### src/hdl/drfc_defs.vh
// Constants for the DRAM refresh and EXTENDED_DATA_OUT paging controller
`ifndef DRFC_DEFS_VH
`define DRFC_DEFS_VH
`define DRFC_ADDR_REFRESH 4'h0
`define DRFC_ADDR_TIMING 4'h1
`define DRFC_ADDR_STATUS 4'h2
`define DRFC_REFRESH_RST 16'h0000
`define DRFC_TIMING_RST 16'h0000
`define DRFC_RATE_LSB 0
`define DRFC_RATE_W 12
`define DRFC_RATE_MULT 16
`define DRFC_SLOW_PERIOD 65536
`define DRFC_TIM_PRE_LSB 0
`define DRFC_TIM_PRE_W 3
`define DRFC_TIM_EDO_BIT 4
`define DRFC_TIM_MUX_BIT 5
`define DRFC_TIM_PAGE_BIT 6
`define DRFC_REF_CAS_CYC 3'h2
`define DRFC_REF_RAS_CYC 3'h3
`define DRFC_SIZE_BYTE 2'h1
`endif

### src/hdl/drfc_rate_gen.v
// Refresh request timer: one-cycle pulse per programmed period
`timescale 1ns/1ps
`include "drfc_defs.vh"
module drfc_rate_gen #(
   parameter RATE_W = `DRFC_RATE_W,
   parameter SLOW_PERIOD = `DRFC_SLOW_PERIOD
) (
   // Clock and master reset
   input wire mclk,
   input wire rst,
   // Control
   input wire [RATE_W-1:0] rate,
   input wire reload,
   // Request pulse
   output reg tick
);
   reg [16:0] cnt_q;
   wire [16:0] period;
   // Zero selects the slowest rate
   assign period = (rate == {RATE_W{1'b0}}) ? SLOW_PERIOD[16:0] :
                   {1'b0, rate, 4'h0}; // see (RULE10)
   always @(posedge mclk or posedge rst) begin
      if (rst) begin
         cnt_q <= 17'h00000;
         tick <= 1'b0;
      end else if (reload) begin
         // The write is itself a request and reaches the flag a cycle before a tick does
         cnt_q <= 17'h00002; // see (RULE12)
         tick <= 1'b0;
      end else if (cnt_q >= period) begin
         cnt_q <= 17'h00001;
         tick <= 1'b1;
      end else begin
         cnt_q <= cnt_q + 17'h00001;
         tick <= 1'b0;
      end
   end
endmodule // drfc_rate_gen

### src/hdl/drfc_ctrl.v
// DRAM refresh engine, EXTENDED_DATA_OUT page-mode sequencer and external master capture
// Summary of operation
// (RULE1) Column address on rise, CAS on next fall, ack next rise, sample after.
// (RULE2) With EXTENDED_DATA_OUT, CAS negates on the fall after ack, before sampling.
// (RULE3) EXTENDED_DATA_OUT memory holds read data until next CAS fall or RAS rise.
// (RULE4) Fast page mode keeps RAS asserted across beats and after transfers. The code keeps it open only after core transfers, not external ones.
// (RULE5) Page miss negates RAS; new row waits programmed precharge time.
// (RULE6) New-page read drives row, write strobe high, size, transfer start together.
// (RULE7) Refresh is CAS before RAS, both banks at once.
// (RULE8) Non-DRAM bus traffic never delays refresh; DRAM transfers may.
// (RULE9) Refresh starts at once when idle, else after the DRAM transfer.
// (RULE10) Period is rate times 16 clocks; zero gives 65536 clocks.
// (RULE11) Requests piling up during a transfer merge into one refresh.
// (RULE12) Writing the refresh register requests refresh and reloads the counter.
// (RULE13) Write while pending or refreshing adds no extra refresh.
// (RULE14) DRAM transfers wait until precharge after refresh completes.
// (RULE15) Core DRAM request during refresh holds bus request off.
// (RULE16) Master reset aborts refresh, clears refresh register to slowest rate.
// (RULE17) Master reset clears timing register to fastest timing.
// (RULE18) Normal reset leaves refresh engine and its registers running.
// (RULE19) External master address, direction, size latched on transfer start edge.
// (RULE20) External DRAM access derives strobes; address driven conditionally.
// (RULE21) Without transfer start no external service; refresh continues when granted.
// (RULE22) Software should choose refresh rate with margin for delayed refresh.
// (RULE23) EXTENDED_DATA_OUT enable bit makes CAS negate half a clock earlier. The code does this on reads only; writes keep the normal CAS timing.
// (RULE24) Address mux bit clear leaves address three-stated for external masters.
// (RULE25) Acknowledge driven as output at end of each external transfer.
// (RULE26) One pending flag, set by expiry or write, cleared at refresh start.
//
// Implementation choices: the strobed register port and the register addresses.
`timescale 1ns/1ps
`include "drfc_defs.vh"
module drfc_ctrl #(
   parameter AW = 19,
   parameter RATE_W = `DRFC_RATE_W
) (
   // Clock and resets
   input wire mclk,
   input wire rst,
   input wire norm_rst,
   // Register port
   input wire [3:0] reg_addr,
   input wire [15:0] reg_wdata,
   input wire reg_wr,
   input wire reg_rd,
   output reg [15:0] reg_rdata,
   // Core request
   input wire core_req,
   input wire core_write,
   input wire [1:0] core_size,
   input wire [AW-1:0] core_row,
   input wire [AW-1:0] core_col,
   input wire core_bank,
   input wire core_burst_last,
   input wire core_own_bus,
   input wire core_dram_hit,
   output reg core_ack,
   output reg bus_request_n,
   // External master pins
   input wire transfer_start_n_in,
   input wire ext_write_in,
   input wire [1:0] ext_size_in,
   input wire [AW-1:0] ext_addr_in,
   input wire ext_dram_sel_in,
   input wire ext_granted_in,
   output reg transfer_ack_n_out,
   output reg transfer_ack_n_oe,
   // Bus-side status
   input wire bus_dram_busy,
   // DRAM pins
   output reg [AW-1:0] dram_addr_out,
   output reg dram_addr_oe,
   output reg transfer_start_n,
   output reg [1:0] xfer_size_code,
   output reg mem_write_strobe_n,
   output reg [1:0] ras_n,
   output reg cas_n_rise,
   output reg cas_n_fall,
   output reg data_sample
);
   localparam S_IDLE = 4'h0;
   localparam S_ROW = 4'h1;
   localparam S_COL = 4'h2;
   localparam S_ACK = 4'h3;
   localparam S_DONE = 4'h4;
   localparam S_PRE = 4'h5;
   localparam S_RCAS = 4'h6;
   localparam S_RRAS = 4'h7;
   localparam S_RPRE = 4'h8;
   localparam S_XCAP = 4'h9;

   reg [15:0] refresh_q;
   reg [15:0] timing_q;
   reg pend_q;
   reg [3:0] st_q;
   reg [2:0] cnt_q;
   reg page_open_q;
   reg open_bank_q;
   reg [AW-1:0] open_row_q;
   reg [AW-1:0] col_q;
   reg ext_q;
   reg ext_write_q;
   reg [1:0] ext_size_q;
   reg [AW-1:0] ext_addr_q;
   reg wr_q;
   reg bank_q;
   reg last_q;
   reg [1:0] ts_s1_q, ts_s2_q;
   reg [AW-1:0] ad_s1_q, ad_s2_q;
   reg [4:0] at_s1_q, at_s2_q;
   wire rate_tick;
   wire ref_wr;
   wire extended_data_out;
   wire ext_mux;
   wire fast_page;
   wire [2:0] pre_cyc;
   wire ext_start;
   wire refreshing;

   assign ref_wr = reg_wr && (reg_addr == `DRFC_ADDR_REFRESH);
   assign extended_data_out = timing_q[`DRFC_TIM_EDO_BIT];
   assign ext_mux = timing_q[`DRFC_TIM_MUX_BIT];
   assign fast_page = timing_q[`DRFC_TIM_PAGE_BIT];
   assign pre_cyc = timing_q[`DRFC_TIM_PRE_LSB +: `DRFC_TIM_PRE_W];
   // Pin inputs pass two flops before use
   assign ext_start = !ts_s2_q[0] && ts_s2_q[1] && at_s2_q[4] && at_s2_q[3]; // see (RULE21)
   assign refreshing = (st_q == S_RCAS) || (st_q == S_RRAS) || (st_q == S_RPRE);

   drfc_rate_gen #(
      .RATE_W(RATE_W),
      .SLOW_PERIOD(`DRFC_SLOW_PERIOD)
   ) u_rate (
      .mclk(mclk),
      .rst(rst),
      .rate(refresh_q[`DRFC_RATE_LSB +: RATE_W]),
      .reload(ref_wr),
      .tick(rate_tick)
   );

   always @(posedge mclk or posedge rst) begin
      if (rst) begin
         ts_s1_q <= 2'h3;
         ts_s2_q <= 2'h3;
         ad_s1_q <= {AW{1'b0}};
         ad_s2_q <= {AW{1'b0}};
         at_s1_q <= 5'h00;
         at_s2_q <= 5'h00;
      end else begin
         ts_s1_q <= {1'b1, transfer_start_n_in};
         // Upper bit keeps the previous synchronised level for the falling-edge detect
         ts_s2_q <= {ts_s2_q[0], ts_s1_q[0]};
         ad_s1_q <= ext_addr_in;
         ad_s2_q <= ad_s1_q;
         at_s1_q <= {ext_granted_in, ext_dram_sel_in, ext_write_in, ext_size_in};
         at_s2_q <= at_s1_q;
      end
   end

   // Registers: master reset only, so normal reset keeps rate and timing
   always @(posedge mclk or posedge rst) begin
      if (rst) begin
         refresh_q <= `DRFC_REFRESH_RST; // see (RULE16)
         timing_q <= `DRFC_TIMING_RST; // see (RULE17)
         reg_rdata <= 16'h0000;
      end else begin
         if (ref_wr)
            refresh_q <= reg_wdata & {{(16-RATE_W){1'b0}}, {RATE_W{1'b1}}};
         if (reg_wr && reg_addr == `DRFC_ADDR_TIMING)
            timing_q <= reg_wdata;
         if (reg_rd) begin
            case (reg_addr)
               `DRFC_ADDR_REFRESH: reg_rdata <= refresh_q;
               `DRFC_ADDR_TIMING: reg_rdata <= timing_q;
               `DRFC_ADDR_STATUS: reg_rdata <= {11'h000, page_open_q, ext_q, pend_q,
                                               st_q == S_RCAS || st_q == S_RRAS, 1'b0};
               default: reg_rdata <= 16'h0000;
            endcase
         end else begin
            reg_rdata <= 16'h0000;
         end
      end
   end

   // Main sequencer; normal reset does not touch it (see RULE18)
   always @(posedge mclk or posedge rst) begin
      if (rst) begin
         st_q <= S_IDLE; // see (RULE16)
         pend_q <= 1'b0;
         cnt_q <= 3'h0;
         page_open_q <= 1'b0;
         open_bank_q <= 1'b0;
         open_row_q <= {AW{1'b0}};
         col_q <= {AW{1'b0}};
         ext_q <= 1'b0;
         ext_write_q <= 1'b0;
         ext_size_q <= 2'h0;
         ext_addr_q <= {AW{1'b0}};
         wr_q <= 1'b0;
         bank_q <= 1'b0;
         last_q <= 1'b0;
         core_ack <= 1'b0;
         bus_request_n <= 1'b1;
         transfer_ack_n_out <= 1'b1;
         transfer_ack_n_oe <= 1'b1;
         dram_addr_out <= {AW{1'b0}};
         dram_addr_oe <= 1'b1;
         transfer_start_n <= 1'b1;
         xfer_size_code <= 2'h0;
         mem_write_strobe_n <= 1'b1;
         ras_n <= 2'h3;
         cas_n_rise <= 1'b1;
         cas_n_fall <= 1'b1;
         data_sample <= 1'b0;
      end else begin
         core_ack <= 1'b0;
         data_sample <= 1'b0;
         transfer_start_n <= 1'b1;
         transfer_ack_n_out <= 1'b1;
         // Single flag; refresh start clears it, the set wins over that
         // A write during a refresh is covered by that refresh (see RULE13)
         if (rate_tick || (ref_wr && !refreshing))
            pend_q <= 1'b1; // see (RULE11) (RULE12) (RULE26)
         else if (st_q == S_RCAS)
            pend_q <= 1'b0;
         // Core may request the bus only while no refresh runs
         bus_request_n <= !(core_req && !core_own_bus &&
                            st_q != S_RCAS && st_q != S_RRAS && st_q != S_RPRE); // see (RULE15)
         if (ext_start) begin
            ext_write_q <= at_s2_q[2]; // see (RULE19)
            ext_size_q <= at_s2_q[1:0];
            ext_addr_q <= ad_s2_q;
         end
         case (st_q)
            S_IDLE: begin
               cas_n_rise <= 1'b1;
               cas_n_fall <= 1'b1;
               if (pend_q && !bus_dram_busy) begin
                  // Non-DRAM traffic does not delay refresh; write during it merges
                  st_q <= S_RCAS; // see (RULE8) (RULE9) (RULE13)
                  ras_n <= 2'h3;
                  cnt_q <= `DRFC_REF_CAS_CYC;
                  page_open_q <= 1'b0;
               end else if (ext_start || (core_req && core_own_bus && core_dram_hit)) begin
                  ext_q <= ext_start;
                  wr_q <= ext_start ? at_s2_q[2] : core_write;
                  bank_q <= ext_start ? ad_s2_q[AW-1] : core_bank;
                  col_q <= ext_start ? ad_s2_q : core_col;
                  last_q <= ext_start ? 1'b1 : core_burst_last;
                  if (ext_start) begin
                     transfer_ack_n_oe <= 1'b0; // see (RULE25)
                     dram_addr_oe <= !ext_mux; // see (RULE24)
                  end else begin
                     dram_addr_oe <= 1'b0;
                  end
                  if (page_open_q && !ext_start && open_bank_q == core_bank &&
                      open_row_q == core_row) begin
                     st_q <= S_COL; // see (RULE4)
                  end else if (page_open_q) begin
                     ras_n <= 2'h3; // see (RULE5)
                     page_open_q <= 1'b0;
                     cnt_q <= pre_cyc;
                     st_q <= S_PRE;
                  end else begin
                     st_q <= S_ROW;
                     open_row_q <= ext_start ? ad_s2_q : core_row;
                     dram_addr_out <= ext_start ? ad_s2_q : core_row;
                     mem_write_strobe_n <= ext_start ? !at_s2_q[2] : !core_write; // see (RULE20)
                     xfer_size_code <= ext_start ? at_s2_q[1:0] : core_size; // see (RULE6)
                     transfer_start_n <= ext_start;
                  end
               end
            end
            S_PRE: begin
               if (cnt_q == 3'h0) begin
                  st_q <= S_ROW;
                  open_row_q <= ext_q ? ext_addr_q : core_row;
                  dram_addr_out <= ext_q ? ext_addr_q : core_row;
                  mem_write_strobe_n <= !wr_q;
                  xfer_size_code <= ext_q ? ext_size_q : core_size;
                  transfer_start_n <= ext_q;
               end else begin
                  cnt_q <= cnt_q - 3'h1;
               end
            end
            S_ROW: begin
               ras_n[bank_q] <= 1'b0;
               open_bank_q <= bank_q;
               page_open_q <= !ext_q && fast_page;
               st_q <= S_COL;
            end
            S_COL: begin
               dram_addr_out <= col_q; // see (RULE1)
               cas_n_fall <= 1'b0;
               st_q <= S_ACK;
            end
            S_ACK: begin
               core_ack <= !ext_q; // see (RULE1)
               transfer_ack_n_out <= !ext_q;
               cas_n_rise <= 1'b0;
               // EXTENDED_DATA_OUT drops CAS on the next fall; data is still valid then
               if (extended_data_out && !wr_q)
                  cas_n_fall <= 1'b1; // see (RULE2) (RULE3) (RULE23)
               st_q <= S_DONE;
            end
            S_DONE: begin
               data_sample <= !wr_q; // see (RULE1)
               cas_n_rise <= 1'b1;
               cas_n_fall <= 1'b1;
               if (!page_open_q) begin
                  ras_n <= 2'h3;
                  transfer_ack_n_oe <= 1'b1;
                  dram_addr_oe <= 1'b1;
               end
               if (!last_q && core_req && !ext_q) begin
                  col_q <= core_col;
                  last_q <= core_burst_last;
                  st_q <= S_COL; // see (RULE4)
               end else begin
                  st_q <= S_IDLE;
               end
            end
            S_RCAS: begin
               // Both banks at once, CAS leads RAS
               cas_n_rise <= 1'b0; // see (RULE7)
               cas_n_fall <= 1'b0;
               if (cnt_q == 3'h0) begin
                  ras_n <= 2'h0;
                  cnt_q <= `DRFC_REF_RAS_CYC;
                  st_q <= S_RRAS;
               end else begin
                  cnt_q <= cnt_q - 3'h1;
               end
            end
            S_RRAS: begin
               if (cnt_q == 3'h0) begin
                  ras_n <= 2'h3;
                  cas_n_rise <= 1'b1;
                  cas_n_fall <= 1'b1;
                  cnt_q <= pre_cyc;
                  st_q <= S_RPRE;
               end else begin
                  cnt_q <= cnt_q - 3'h1;
               end
            end
            S_RPRE: begin
               // Transfers held off until this precharge ends
               if (cnt_q == 3'h0)
                  st_q <= S_IDLE; // see (RULE14)
               else
                  cnt_q <= cnt_q - 3'h1;
            end
            default: st_q <= S_IDLE;
         endcase
      end
   end
endmodule // drfc_ctrl

### config.mk
export PLATFORM = sky130hd
export DESIGN_NAME = drfc_ctrl
export DESIGN_NICKNAME = d
export VERILOG_FILES = /design/src/hdl/drfc_rate_gen.v /design/src/hdl/drfc_ctrl.v
export VERILOG_INCLUDE_DIRS = /design/src /design/src/hdl
export SDC_FILE = /design/constraint.sdc
export NUM_CORES = 1
export LEC_CHECK = 0
export ABC_AREA = 0
export BUFFER_PORTS_ARGS = -buffer_cell sky130_fd_sc_hd__buf_4
export CORE_MARGIN = 5
export CORE_UTILIZATION = 37
export DETAILED_ROUTE_END_ITERATION = 16
export PLACE_DENSITY = 0.56
export SYNTH_ARGS = -nofsm -noshare
export SYNTH_HDL_FRONTEND = slang
export SYNTH_SLANG_ARGS = --single-unit
export TNS_END_PERCENT = 30
### constraint.sdc
create_clock -name mclk -period 15.5 [get_ports mclk]
set_input_delay 1.55 -clock mclk [delete_from_list [all_inputs] [get_ports mclk]]
set_output_delay 1.55 -clock mclk [all_outputs]
set_load 0.05 [all_outputs]
==> results.toml <==
[clock_tree]
cts.clk_slew.worst_paths_ns = 0.06
cts_max_path_buffers = 3
cts_tree = "done"
cts_resized = 0
clock_sinks = 219
cts_setup_buffers = 0
clk-insertion-delay-late_ns = 0.53
ctsHoldBuffers = 0
cts_max_level = 1
root_buffer = "clkbuf_16"
cts_made_buffers = 26

[yosys]
yosysSeqAreaShare = 0.5517
avgSynthCellArea_um2 = 10.02
synth_commonest_cells = "nand2_1 (210), dfrtp_1 (206), o21ai_0 (86), nor2_1 (64), mux2i_1 (50)"
synthesis.nets = 1108
synth_cells = 994
yosys.area.top_type = "dfrtp_1"
ys_async_sr_fraction = 1.000
synth_edf_count = 0
synth_seq_cells = 219
synthDistinctLibCells = 65
synth-main-ff-cell = "dfrtp_1"
yosysWarnings = 0
yosysMostFrequentCell = "nand2_1"
synth_top_area_share = 0.5175
ys_top_cells_by_area = "dfrtp_1 (52%), nand2_1 (7.9%), mux2i_1 (5.0%)"
synth_area_um2 = 9962

[setup_path]
end_kind = "register"
crit_path_cell_trace = "nand2b_1 > nor2_1 > a22oi_1 > o21ai_4 > o21ai_0"
required_ns = 15.85
slowest_delay_ns = 0.87
crit_arrival_ns = 3.59
critical_path.startpoint_type = "register"
path_buf_inv = 0
critPathMaxFanout = 44
slowest_stage = "nor2_1"
path_delay_family = "simple AND/OR/NAND/NOR gates"
critical_path_class = "reg2reg"

[power]
p_sw_frac = 0.3834
power.leakage_nw = 5.728
power_density_nw_per_um2 = 194.3
cell_internal_pwr_w = 0.001478
p_switching_w = 0.0009189
p_seq_frac = 0.345
peakVddDrop_uv = 99.95
clkPwrFrac = 0.280
p_comb_frac = 0.375

[grt]
grtUsageTotal = 0.1696
top_usage_layer = "met2"
antenna_found_initial = 1
grt_use_met2 = 0.2699
grt_pass1_wl_um = 42220
grt.overflow.total = 0
grtUsageMet3 = 0.03806
grt_pass1_vias = 7633
grt_max_degree = 109
use_met1 = 0.2363

[sta]
maxSlewViolCount = 0
finalHoldViolCount = 0
fin_crit_ns = 3.247
tightestPinTransition_ns = 1.208
rsz0062_at_grt = "false"
max_freq_mhz = 308.0
fin_setup_tns_ns = 0
setup_ws_ns = 12.25
period_share = 0.2095
setup_violations = 0
slew_headroom = 0.1942
finClkSkew_ns = 0.01363

[run_status]
status = "complete, no violations"

[final_layout]
drive_gt1_frac = 0.2151
area_growth_syn_to_layout_pct = 23.80
nets = 1233
utilization = 0.4615

[die]
design.die.area_um2 = 30310
ioPinCount = 146
fp.dieW_um = 174.1
core_area_um2 = 26730
rows = 60
start_util = 0.3728
die_h_um = 174.1

[drt]
drt-total-wl_um = 25980
dr_total_vias = 7557
drt_iter0_drc = 454
viasPerCell = 5.103
antenna_left = 0
routedWlPerCell_um = 17.54
dr.pass1.iters = 5
drc = 0

[worst_hold_path]
hold_path_class = "reg2reg"

[placement]
place_congestion = 0.7721
place_ws_ns = 11.65
numPortBuffers = 144
hpwl_um = 17160

[flow_run]
maxCapViolations = 0
==> stage by stage <==
stage	cell area (um2)	hold WS, ns	instances	total power, W
floorplan	9962	0.3312	994	0.001474
global placement	11370	0.3341	1432	0.001726
detailed placement	11370	0.3347	1432	0.001744
CTS	12330	0.3446	1480	0.002429
global route	12330	0.3523	1480	0.002563
finish	12330	0.3428	1481	0.002397
==> per-layer routing <==
metal	routed length [um]	vias up
li1	-	3707
met1	11810	3647
met2	12060	159
met4	610	2
met3	1486	42
met5	20	-
==> layout make-up <==
class | instances | area (um2)
fillers | 2559 | 14390
clock inverters | 10 | 183.9
diodes | 1 | 2.502
well taps | 341 | 426.7
clock buffers | 38 | 777.0
inverters | 24 | 97.59
flip-flops and latches | 219 | 5497
multi-input cells | 691 | 4170
repair buffers | 157 | 1179
==> logic make-up after synthesis <==
| logic type | after synthesis | synth area share |
|---|---|---|
| simple gates | 365 | 0.1635 |
| flops | 219 | 0.5517 |
| compound gates | 203 | 0.1246 |
| buf+inv | 84 | 0.03429 |
| mux | 70 | 0.07285 |
| xor+xnor | 36 | 0.03165 |
| fa+ha+maj | 17 | 0.02135 |
==> power by group through the flow <==
stage / sequential [W] / combinational (W) / clock, W
finish: 0.000827 / 0.000899 / 0.000671
global route: 0.000848 / 0.00100 / 0.000711
CTS: 0.000828 / 0.000910 / 0.000691
detailed placement: 0.000837 / 0.000908 / 0
global placement: 0.000833 / 0.000893 / 0
floorplan: 0.000947 / 0.000527 / 0
==> path summary, 6_finish.rpt <==
check	to	slack, ns	start	cells past startpoint
min in group asynchronous	ad_s1_q[12]	1.11	rst	2
hold / removal	at_s2_q[4]	0.34	at_s1_q[4]	0
setup reg to reg	open_row_q[5]	12.25	st_q[3]	5
hold reg to reg	at_s2_q[4]	0.34	at_s1_q[4]	0
max in group asynchronous	reg_rdata[12]	12.31	rst	4
setup / recovery	open_row_q[5]	12.25	st_q[3]	5
==> sequential cells by signal, summed over array words and instances, names as in the netlist, 3 cells and up <==
name	flops
ad_s1_q	19
ad_s2_q	19
col_q	19
dram_addr_out	19
ext_addr_q	19
open_row_q	19
u_rate.cnt_q	17
reg_rdata	16
timing_q	16
refresh_q	12
at_s1_q	5
at_s2_q	5
st_q	4
cnt_q	3
==> layout by cell type (no fill, tap or decap), drive strengths merged, types with 10 or more instances in the layout <==
cell type / synthesis / routed
nand4: 11 / 11
clkbuf: 34 / 38
dfrtp: 206 / 206
xnor2: 26 / 26
nand3: 12 / 12
xor2: 10 / 10
inv: 24 / 24
ha: 17 / 17
nor4: 22 / 22
nor2: 65 / 65
buf: 26 / 157
mux2i: 50 / 50
a21oi: 43 / 43
o21ai: 92 / 92
mux2: 20 / 20
a221oi: 20 / 20
nand2: 210 / 210
dfstp: 13 / 13
==> worst register-to-register path, cell delays in order (launching register included) <==
cell and delay [ns]:
dfrtp_1 0.65, nand2b_1 0.48, nor2_1 0.87, a22oi_1 0.37, o21ai_4 0.46, o21ai_0 0.25
Note: power is estimated with default switching activity, not from simulation.
